[src/verilog/pmuic_pkg.sv]
/*
 * Constants shared by the power-unit control logic: register offsets,
 * field positions, reset values, target address and cycle counts.
 * Assumes a 100 MHz system clock and an 8-bit register map.
 */
package pmuic_pkg;

  // ----------------------------------------------------------------
  // register offsets
  // ----------------------------------------------------------------
  localparam logic [7:0] ADR_DEVICE_REVISION = 8'h00;
  localparam logic [7:0] ADR_STEP_DOWN_A_VOLTAGE_SELECT = 8'h01;
  localparam logic [7:0] ADR_STEP_DOWN_B_LINEAR_VOLTAGE_SELECT = 8'h02;
  localparam logic [7:0] ADR_REGULATOR_ENABLE_AND_POWER_GOOD = 8'h03;
  localparam logic [7:0] ADR_OPERATION_CONTROL = 8'h04;
  localparam logic [7:0] ADR_ENABLE_PIN_CONTROL = 8'h05;

  // ----------------------------------------------------------------
  // field positions and masks
  // ----------------------------------------------------------------
  localparam int SYNC_DIVIDE_BY_THREE_SEL_BIT = 6;
  localparam int SYNC_DIVIDE_BY_SIX_SEL_BIT = 5;
  localparam int COUPLING_SEL_A_BIT = 4;
  localparam int THERMAL_FAULT_FLAG_BIT = 0;
  localparam int ENABLE_PIN_OUTPUT_DRIVE_ON_BIT = 1;
  localparam int ENABLE_PIN_OUTPUT_LEVEL_BIT = 0;
  localparam logic [7:0] OPCTL_WRITE_MASK = 8'h7e;
  localparam int NREG = 3;

  // ----------------------------------------------------------------
  // reset values (fuse preload)
  // ----------------------------------------------------------------
  localparam logic [2:0] STEP_DOWN_A_LEVEL_RST = 3'h5;
  localparam logic [3:0] STEP_DOWN_B_LEVEL_RST = 4'h9;
  localparam logic [3:0] LINEAR_REG_LEVEL_RST = 4'h0;
  localparam logic [7:0] OPCTL_RST = 8'h00;
  localparam logic [1:0] ENCTL_RST = 2'h0;

  // ----------------------------------------------------------------
  // serial target
  // ----------------------------------------------------------------
  localparam logic [6:0] TARGET_ADDRESS = 7'h14;
  localparam logic [3:0] BITS_PER_BYTE = 4'h8;
  localparam logic [3:0] ACK_DONE_COUNT = 4'h9;

  // ----------------------------------------------------------------
  // switching clock
  // ----------------------------------------------------------------
  localparam logic [2:0] DIV3_LAST = 3'h2;
  localparam logic [2:0] DIV6_LAST = 3'h5;
  localparam logic [2:0] DIV3_HIGH = 3'h2;
  localparam logic [2:0] DIV6_HIGH = 3'h3;
  localparam int CLOCK_KHZ = 100000;
  localparam int OSC_KHZ = 3000;
  localparam int OSC_HALF_CYC_INT = CLOCK_KHZ / (2 * OSC_KHZ);
  localparam logic [5:0] OSC_HALF_CYC = 6'(OSC_HALF_CYC_INT);

  typedef enum logic [2:0] {
    S_IDLE,
    S_ADDR,
    S_PTR,
    S_WR,
    S_RD
  } pmuic_state_t;

endpackage

[src/verilog/pmuic_control.sv]
/*
 * Control and fault logic of the power unit: serial register target,
 * thermal fault flag, regulator enables, switching clocks, current limit.
 * Assumes all inputs synchronous to clock; sda is open drain outside.
 */
// How it works
// - sync bit 6 set, bit 5 clear: switching clock is sync divided by three.
// - sync bit 5 set, bit 6 clear: switching clock is sync divided by six.
// - bit 4 of operation control selects ac (1) or dc (0) sync coupling.
// - the block is a serial target only, at 100 or 400 kHz.
// - address 0010100 then direction bit: 1 reads, 0 writes.
// - low supply lockout stops all converter operation.
// - thermal trip disables all regulators until the die has cooled.
// - thermal event sets the fault flag until host writes it to 0.
// - while the flag is set, writes to enable bits 7:4 are ignored.
// - host writing 1 to the flag acts like a real thermal event.
// - pin low: outputs stay off after recovery until host re-enables them.
// - pin high: regulators restart automatically after recovery, flag still set.
// - pin high with flag set: serial enables cannot activate regulators.
// - the two switching regulators use opposite clock phases.
// - peak trip turns high side off, low side on until zero current.
// - after reset the enable pin is an input; a command makes it output.
module pmuic_control #(
  parameter logic [2:0] MAJOR_REVISION = 3'h1,  // arbitrary value
  parameter logic [2:0] MINOR_REVISION = 3'h0,  // arbitrary value
  parameter logic [1:0] OPTION_CODE = 2'h0      // arbitrary value
) (
  // system
  input wire logic clock,
  input wire logic rstn,
  // serial bus
  input wire logic sclIn,
  input wire logic sdaIn,
  output logic sdaOut,
  output logic sdaOeN,
  // enable pin
  input wire logic enPinIn,
  output logic enPinOut,
  output logic enPinOeN,
  // detectors
  input wire logic lowSupplyLockout,
  input wire logic thermalTrip,
  input wire logic [pmuic_pkg::NREG-1:0] powerGood,
  // sync input
  input wire logic syncIn,
  // converter power stages, index 0 step-down a, 1 step-down b
  input wire logic [1:0] peakTrip,
  input wire logic [1:0] zeroCurrent,
  output logic [1:0] highSideOn,
  output logic [1:0] lowSideOn,
  // regulator enables, index 0 a, 1 b, 2 linear
  output logic [pmuic_pkg::NREG-1:0] regEnable,
  output logic swClkA,
  output logic swClkB,
  output logic syncAcCoupled,
  output logic shutdownOutN,
  output logic [2:0] stepDownALevel,
  output logic [3:0] stepDownBLevel,
  output logic [3:0] linearRegLevel
);
  import pmuic_pkg::*;

  // ----------------------------------------------------------------
  // serial target
  // ----------------------------------------------------------------
  pmuic_state_t state_reg;
  logic sclPrev_reg, sdaPrev_reg, sdaOeN_reg, mNack_reg, wrStb_reg;
  logic [3:0] bitCnt_reg;
  logic [7:0] shift_reg, tx_reg, ptr_reg, wrAddr_reg, wrData_reg;
  logic [7:0] rdNow, rdNext;

  wire sclRise = sclIn & ~sclPrev_reg;
  wire sclFall = ~sclIn & sclPrev_reg;
  wire startCond = sclIn & sclPrev_reg & sdaPrev_reg & ~sdaIn;
  wire stopCond = sclIn & sclPrev_reg & ~sdaPrev_reg & sdaIn;
  wire byteDone = sclFall && bitCnt_reg == BITS_PER_BYTE;
  wire ackDone = sclFall && bitCnt_reg == ACK_DONE_COUNT;
  wire addrHit = shift_reg[7:1] == TARGET_ADDRESS;
  wire dirRead = shift_reg[0];

  always_ff @(posedge clock or negedge rstn) begin
    if (!rstn) begin
      sclPrev_reg <= 1'b1;
      sdaPrev_reg <= 1'b1;
    end else begin
      sclPrev_reg <= sclIn;
      sdaPrev_reg <= sdaIn;
    end
  end

  // target-only byte engine, speed set by the master's clock
  always_ff @(posedge clock or negedge rstn) begin
    if (!rstn) begin
      state_reg <= S_IDLE;
      bitCnt_reg <= 4'h0;
      shift_reg <= 8'h00;
      tx_reg <= 8'h00;
      ptr_reg <= 8'h00;
      sdaOeN_reg <= 1'b1;
      mNack_reg <= 1'b0;
      wrStb_reg <= 1'b0;
      wrAddr_reg <= 8'h00;
      wrData_reg <= 8'h00;
    end else begin
      wrStb_reg <= 1'b0;
      if (startCond) begin
        state_reg <= S_ADDR;
        bitCnt_reg <= 4'h0;
        sdaOeN_reg <= 1'b1;
      end else if (stopCond) begin
        state_reg <= S_IDLE;
        sdaOeN_reg <= 1'b1;
      end else if (state_reg != S_IDLE && sclRise) begin
        if (bitCnt_reg < BITS_PER_BYTE) begin
          shift_reg <= {shift_reg[6:0], sdaIn};
        end else begin
          mNack_reg <= sdaIn;
        end
        bitCnt_reg <= bitCnt_reg + 4'h1;
      end else if (byteDone) begin
        sdaOeN_reg <= 1'b1;
        case (state_reg)
          S_ADDR: begin
            if (addrHit) begin
              sdaOeN_reg <= 1'b0;
              state_reg <= dirRead ? S_RD : S_PTR;
              tx_reg <= rdNow;
            end else begin
              state_reg <= S_IDLE;
            end
          end
          S_PTR: begin
            ptr_reg <= shift_reg;
            sdaOeN_reg <= 1'b0;
            state_reg <= S_WR;
          end
          S_WR: begin
            wrStb_reg <= 1'b1;
            wrAddr_reg <= ptr_reg;
            wrData_reg <= shift_reg;
            ptr_reg <= ptr_reg + 8'h01;
            sdaOeN_reg <= 1'b0;
          end
          S_RD: begin
            ptr_reg <= ptr_reg + 8'h01;
            tx_reg <= rdNext;
          end
          default: begin
            state_reg <= S_IDLE;
          end
        endcase
      end else if (ackDone) begin
        bitCnt_reg <= 4'h0;
        sdaOeN_reg <= 1'b1;
        if (state_reg == S_RD && !mNack_reg) begin
          sdaOeN_reg <= tx_reg[7];
        end else if (state_reg == S_RD) begin
          state_reg <= S_IDLE;
        end
      end else if (sclFall && state_reg == S_RD && bitCnt_reg != 4'h0) begin
        sdaOeN_reg <= tx_reg[6];
        tx_reg <= {tx_reg[6:0], 1'b0};
      end
    end
  end

  // ----------------------------------------------------------------
  // register file
  // ----------------------------------------------------------------
  logic [2:0] vselA_reg;
  logic [7:0] vselB_reg, opCtl_reg;
  logic [3:0] enBits_reg;
  logic forceXs_reg, thermPrev_reg;
  logic [1:0] enCtl_reg;

  wire wr01 = wrStb_reg && wrAddr_reg == ADR_STEP_DOWN_A_VOLTAGE_SELECT;
  wire wr02 = wrStb_reg && wrAddr_reg == ADR_STEP_DOWN_B_LINEAR_VOLTAGE_SELECT;
  wire wr03 = wrStb_reg && wrAddr_reg == ADR_REGULATOR_ENABLE_AND_POWER_GOOD;
  wire wr04 = wrStb_reg && wrAddr_reg == ADR_OPERATION_CONTROL;
  wire wr05 = wrStb_reg && wrAddr_reg == ADR_ENABLE_PIN_CONTROL;
  wire faultFlag = opCtl_reg[THERMAL_FAULT_FLAG_BIT];
  wire tripRise = thermalTrip & ~thermPrev_reg;
  // forced flag acts as a thermal event
  wire forceWr = wr04 & wrData_reg[THERMAL_FAULT_FLAG_BIT];
  wire thermEvent = tripRise | forceWr;
  // set wins over the host clear
  wire faultNext = thermEvent ? 1'b1 : (wr04 ? 1'b0 : faultFlag);
  // only a write to 0x04 alters operation control bits 6:1; a thermal event also sets bit 0
  wire [7:0] opCtlNext = ((wr04 ? wrData_reg : opCtl_reg) & OPCTL_WRITE_MASK)
    | {7'h00, faultNext};
  // event clears enables; flag blocks enable writes
  wire [3:0] enBitsNext = thermEvent ? 4'h0
    : (wr03 && !faultFlag) ? wrData_reg[7:4] : enBits_reg;

  always_ff @(posedge clock or negedge rstn) begin
    if (!rstn) begin
      vselA_reg <= STEP_DOWN_A_LEVEL_RST;
      vselB_reg <= {STEP_DOWN_B_LEVEL_RST, LINEAR_REG_LEVEL_RST};
      opCtl_reg <= OPCTL_RST;
      enBits_reg <= 4'h0;
      forceXs_reg <= 1'b0;
      enCtl_reg <= ENCTL_RST;
      thermPrev_reg <= 1'b0;
    end else begin
      if (wr01) begin
        vselA_reg <= wrData_reg[2:0];
      end
      if (wr02) begin
        vselB_reg <= wrData_reg;
      end
      if (wr03) begin
        forceXs_reg <= wrData_reg[0];
      end
      if (wr05) begin
        enCtl_reg <= wrData_reg[1:0];
      end
      opCtl_reg <= opCtlNext;
      enBits_reg <= enBitsNext;
      thermPrev_reg <= thermalTrip;
    end
  end

  // reserved bits and addresses read zero
  function automatic logic [7:0] readByte(input logic [7:0] a);
    readByte = (a == ADR_DEVICE_REVISION) ? {MAJOR_REVISION, MINOR_REVISION, OPTION_CODE}
      : (a == ADR_STEP_DOWN_A_VOLTAGE_SELECT) ? {5'h00, vselA_reg}
      : (a == ADR_STEP_DOWN_B_LINEAR_VOLTAGE_SELECT) ? vselB_reg
      : (a == ADR_REGULATOR_ENABLE_AND_POWER_GOOD)
        ? {enBits_reg, powerGood[0], powerGood[1], powerGood[2], forceXs_reg}
      : (a == ADR_OPERATION_CONTROL) ? opCtl_reg
      : (a == ADR_ENABLE_PIN_CONTROL) ? {6'h00, enCtl_reg}
      : 8'h00;
  endfunction

  assign rdNow = readByte(ptr_reg);
  assign rdNext = readByte(ptr_reg + 8'h01);

  // ----------------------------------------------------------------
  // enables, enable pin, shutdown output
  // ----------------------------------------------------------------
  logic [NREG-1:0] regEnable_reg;
  logic shutdownOutN_reg, acCoupled_reg;
  // pin is an input until drive-on is written
  wire pinOutMode = enCtl_reg[ENABLE_PIN_OUTPUT_DRIVE_ON_BIT];
  wire pinMode = enPinIn & ~pinOutMode;
  wire [NREG-1:0] cmdEn = {enBits_reg[1], enBits_reg[2], enBits_reg[3]} | {NREG{enBits_reg[0]}};
  wire [NREG-1:0] xsCtl = {opCtl_reg[1], opCtl_reg[2], opCtl_reg[3]};
  // pin mode restarts regardless of flag; command path blocked
  wire [NREG-1:0] wantEn = pinMode ? {NREG{1'b1}} : cmdEn;
  // lockout and trip hold every output off
  wire [NREG-1:0] regEnNext = wantEn & {NREG{~lowSupplyLockout & ~thermalTrip}};

  always_ff @(posedge clock or negedge rstn) begin
    if (!rstn) begin
      regEnable_reg <= '0;
      shutdownOutN_reg <= 1'b0;
      acCoupled_reg <= 1'b0;
    end else begin
      regEnable_reg <= regEnNext;
      shutdownOutN_reg <= ~(forceXs_reg | (|(xsCtl & ~powerGood)));
      acCoupled_reg <= opCtl_reg[COUPLING_SEL_A_BIT];
    end
  end

  // ----------------------------------------------------------------
  // switching clock
  // ----------------------------------------------------------------
  logic syncPrev_reg, oscPhase_reg, swA_reg, swB_reg;
  logic [2:0] syncCnt_reg;
  logic [5:0] oscCnt_reg;
  wire sel3 = opCtl_reg[SYNC_DIVIDE_BY_THREE_SEL_BIT];
  wire sel6 = opCtl_reg[SYNC_DIVIDE_BY_SIX_SEL_BIT];
  // divider length; equal selects use the oscillator
  wire useExt = sel3 ^ sel6;
  wire [2:0] divLast = sel3 ? DIV3_LAST : DIV6_LAST;
  wire [2:0] divHigh = sel3 ? DIV3_HIGH : DIV6_HIGH;
  wire syncRise = syncIn & ~syncPrev_reg;
  wire extPhase = syncCnt_reg < divHigh;
  wire phase = useExt ? extPhase : oscPhase_reg;

  always_ff @(posedge clock or negedge rstn) begin
    if (!rstn) begin
      syncPrev_reg <= 1'b0;
      syncCnt_reg <= 3'h0;
      oscCnt_reg <= 6'h00;
      oscPhase_reg <= 1'b0;
      swA_reg <= 1'b0;
      swB_reg <= 1'b0;
    end else begin
      syncPrev_reg <= syncIn;
      if (syncRise) begin
        syncCnt_reg <= (syncCnt_reg >= divLast) ? 3'h0 : syncCnt_reg + 3'h1;
      end
      if (oscCnt_reg >= OSC_HALF_CYC - 6'h01) begin
        oscCnt_reg <= 6'h00;
        oscPhase_reg <= ~oscPhase_reg;
      end else begin
        oscCnt_reg <= oscCnt_reg + 6'h01;
      end
      swA_reg <= ~lowSupplyLockout & phase;
      swB_reg <= ~lowSupplyLockout & ~phase;
    end
  end

  // ----------------------------------------------------------------
  // power stage drive
  // ----------------------------------------------------------------
  wire [1:0] stageClk = {swB_reg, swA_reg};
  for (genvar i = 0; i < 2; i++) begin : g_stage
    logic limit_reg, hs_reg, ls_reg;
    // trip latches until zero current, trip wins
    wire limitNext = peakTrip[i] | (limit_reg & ~zeroCurrent[i]);
    always_ff @(posedge clock or negedge rstn) begin
      if (!rstn) begin
        limit_reg <= 1'b0;
        hs_reg <= 1'b0;
        ls_reg <= 1'b0;
      end else begin
        limit_reg <= limitNext;
        hs_reg <= regEnable_reg[i] & stageClk[i] & ~limitNext;
        ls_reg <= regEnable_reg[i] & (~stageClk[i] | limitNext);
      end
    end
    assign highSideOn[i] = hs_reg;
    assign lowSideOn[i] = ls_reg;
  end

  assign sdaOut = 1'b0;
  assign sdaOeN = sdaOeN_reg;
  assign enPinOut = enCtl_reg[ENABLE_PIN_OUTPUT_LEVEL_BIT];
  assign enPinOeN = ~pinOutMode;
  assign regEnable = regEnable_reg;
  assign swClkA = swA_reg;
  assign swClkB = swB_reg;
  assign syncAcCoupled = acCoupled_reg;
  assign shutdownOutN = shutdownOutN_reg;
  assign stepDownALevel = vselA_reg;
  assign stepDownBLevel = vselB_reg[7:4];
  assign linearRegLevel = vselB_reg[3:0];
endmodule // pmuic_control

[config.mk]
export PLATFORM = sky130hd
export DESIGN_NAME = pmuic_control
export DESIGN_NICKNAME = d
export VERILOG_FILES = /design/src/verilog/pmuic_pkg.sv /design/src/verilog/pmuic_control.sv
export SDC_FILE = /design/constraint.sdc
export NUM_CORES = 1
export LEC_CHECK = 0
export BUFFER_PORTS_ARGS = -buffer_cell sky130_fd_sc_hd__buf_4
export CAP_MARGIN = 20
export CORE_ASPECT_RATIO = 0.6
export CORE_MARGIN = 4
export CORE_UTILIZATION = 32
export CTS_CLUSTER_DIAMETER = 60
export CTS_CLUSTER_SIZE = 10
export DETAILED_ROUTE_END_ITERATION = 6
export PLACE_DENSITY = 0.44
export SETUP_SLACK_MARGIN = 0.2
export SLEW_MARGIN = 20
export SYNTH_ARGS = -nofsm -noshare
export SYNTH_HDL_FRONTEND = slang
export SYNTH_SLANG_ARGS = --single-unit
[constraint.sdc]
create_clock -name clock -period 2.8 [get_ports clock]
set_clock_uncertainty 0.1 [all_clocks]
set_input_delay 0.42 -clock clock [delete_from_list [all_inputs] [get_ports clock]]
set_output_delay 0.42 -clock clock [all_outputs]
set_load 0.005 [all_outputs]
==> results.json <==
{
  "powerDensity_nw_per_um2": 523,
  "postSynth.topFlopCell": "dfrtp_1",
  "place.detailed.instances": 810,
  "nNetsFinal": 616,
  "detail_route.drc_violations": 0,
  "grt_setup_unrepaired": "true",
  "io_pins": 41,
  "finalHoldViolations": 0,
  "clk_latency_ns": 0.35,
  "pwr-share-seq": 0.520,
  "cts.sink_count": 102,
  "vias_per_std_cell": 5.27,
  "setup.worst_path.start_class": "flop",
  "yosys_register_bits": 102,
  "timing.max_cap.violations": 0,
  "clock_tree.buffer_depth": 2,
  "drtAntennaViolNets": 0,
  "crit-reg2reg-capture": "tx_reg[0]$_DFFE_PN0P_",
  "cts_inserted_buffers": 9,
  "grt_pass1_vias": 4189,
  "dp_hpwl_um": 11700,
  "slew_headroom": 0.397,
  "detail_route.first_pass.iterations": 5,
  "core.rowCount": 37,
  "h_tree_depth": 3,
  "worstPathRequired_ns": 2.92,
  "die_h_um": 110,
  "antenna_cells": 0,
  "setup.worst_path.end_class": "flop",
  "groute.usage.overall": 0.168,
  "synth-edff-count": 0,
  "mappedNetlistArea_um2": 5570,
  "leakage_uw": 0.00293,
  "tightest_slew_ns": 0.898,
  "regToRegStartpoint": "ptr_reg[3]$_DFFE_PN0P_",
  "tritoncts": "built",
  "max_freq_mhz": 401,
  "worstHoldPathType": "in2async",
  "place_congestion": 0.889,
  "switching_pwr_uw": 965,
  "grt_start_max_net_pins": 55,
  "ys_seq_area_frac": 0.459,
  "yosys_warnings": 0,
  "area_growth_syn_to_layout_pct": 16.6,
  "clk_transition_reported_paths_ns": 0.07,
  "postRouteWirelength_um": 15800,
  "fin_ws_ns": 0.308,
  "power_report.internal_total_uw": 2440,
  "layout-drive-gt1-share": 0.260,
  "syn-mean-instance-area_um2": 10.3,
  "timing.critical_path.arrival_ns": 2.61,
  "grt-ovfl-total": 0,
  "postSynthCellCount": 542,
  "synth_area_leaders": "dfrtp_1 (43%), mux2_2 (8.7%), o21ai_0 (3.3%)",
  "yosysMostFrequentCell": "dfrtp_1",
  "worstRegToRegCells": 7,
  "setup.reg_to_reg.worst_slack_ns": 0.31,
  "floorplan.initialDensity": 0.325,
  "place.port_buffers": 39,
  "die-width_um": 178,
  "vdd.ir_drop.worst_mv": 0.282,
  "top_area_cell_type_share_of_the_netlist_area": 0.426,
  "critical_path.max_fanout": 11,
  "final.setup.tns_ns": 0,
  "first_iter_violations": 498,
  "synth_commonest_cells": "dfrtp_1 (95), nand2_1 (45), mux2_2 (43)",
  "routed-via-count": 4355,
  "grt_first_pass_wirelength_um": 25100,
  "launch_point_of_the_critical_path": "ptr_reg[3]$_DFFE_PN0P_",
  "setup-violations-final": 0,
  "preCtsSetupSlack_ns": 0.137,
  "swShare": 0.284,
  "initial_antenna_violation_count": 0,
  "clkPwrFrac": 0.352,
  "crit_type": "reg2reg",
  "outcome": "finished clean",
  "share_comb_of_total_power": 0.128,
  "final-instance-count-excl-fill": 827,
  "fin_crit_sh": 0.890,
  "cts.root.buffer_cell": "clkbuf_16",
  "postSynth.asyncResetShare": 1.00,
  "fin_crit_ns": 2.49,
  "yosysUniqueCellTypes": 81,
  "slew_violations": 0,
  "detail_route.wl_per_cell_um": 19.1,
  "capturing_instance_or_port_of_the_critical_path": "tx_reg[0]$_DFFE_PN0P_",
  "die_area_um2": 19700,
  "synth_largest_area_cell": "dfrtp_1",
  "core_region_area_um2": 17100
}
through the flow:
step	instance area (um^2)	util	hold WS (ns)	power [uW]
finish	6500	0.379	0.00618	3400
global route	6500	0.379	0.0688	3590
CTS	6470	0.378	0.0498	3450
detailed placement	6190	0.362	0.354	2240
global placement	6190	0.362	0.355	2220
floorplan	5580	-	0.0244	2030
critical path, cell delays in order (launching register included):
cell and delay [ns]:
dfrtp_1 0.54, and4_4 0.31, nand2_2 0.08, xnor2_1 0.30, buf_4 0.19, and4bb_2 0.25
a221oi_1 0.44, o31ai_1 0.14
metal layers:
| metal | vias to the layer above | track usage | wire length, um |
|---|---|---|---|
| met5 | - | 0 | 0 |
| met3 | 13 | 0.0320 | 813 |
| li1 | 2044 | - | - |
| met1 | 2161 | 0.275 | 8540 |
| met2 | 137 | 0.226 | 6290 |
| met4 | 0 | 0.0312 | 148 |
how the worst min path moves through the flow:
| stage | from | endpoint | depth (start not counted) |
|---|---|---|---|
| floorplan | rstn | asynchronous set/reset pin | 0 |
| global placement | g_stage[0].limit_reg$_DFF_PN0_ | g_stage[0].limit_reg$_DFF_PN0_ | 2 |
| detailed placement | flop | syncAcCoupled$_DFF_PN0_ | 0 |
| CTS | rstn | vselB_reg[3]$_DFFE_PN0P_ | 1 |
| global route | rstn | vselB_reg[3]$_DFFE_PN0P_ | 1 |
| finish | rstn | vselB_reg[3]$_DFFE_PN0P_ | 1 |
layout by cell type (no fill, tap or decap), drive strengths merged, types with 5 or more instances in the layout:
cell and count:
a31oi 5, clkbuf 10, a22oi 6, mux2i 10
a2bb2oi 5, nand3b 6, nand2b 8, nor3 16
a21o 9, buf 66, inv 29, nand3 14
mux2 43, dfstp 7, xor2 7, o21ai 40
nand2 46, nand4 5, or3 5, ha 12
a221oi 6, nor2b 8, nor2 36, and4bb 5
dfrtp 95, a21oi 22
kinds of logic after synthesis:
| group | Yosys count | share of synthesized area |
|---|---|---|
| flops | 102 | 0.459 |
| compound gates | 130 | 0.165 |
| other cells | 1 | 0.000673 |
| buf+inv | 58 | 0.0489 |
| mux | 53 | 0.105 |
| simple gates | 175 | 0.177 |
| xor+xnor | 11 | 0.0173 |
| fa+ha+maj | 12 | 0.0269 |
final cells by class:
type,instances,area [um^2]
multi-input combinational,384,2760
inverter,26,97.6
tap,234,293
fill,1722,10600
clock buffer,10,229
clock inverter,5,41.3
sequential,102,2560
timing repair buffer,66,515
power by group through the flow:
stage	Combinational (uW)	Clock [uW]	Sequential (uW)
after floorplan	299	0	1730
after global placement	432	0	1790
after detailed placement	444	0	1800
after CTS	446	1240	1770
after global routing	508	1290	1790
final	437	1200	1770
what timing repair did:
action / 4_1_cts / 5_1_grt
gates resized for setup: 1 / 4
buffers inserted: 0 / 2
pin swaps: 0 / 2
endpoints found under the hold margin: 0 / 0
hold buffers: 0 / 0
gates cloned: 0 / 0
setup endpoints to repair: 4 / 8
Power figures use the tool's default switching activity.
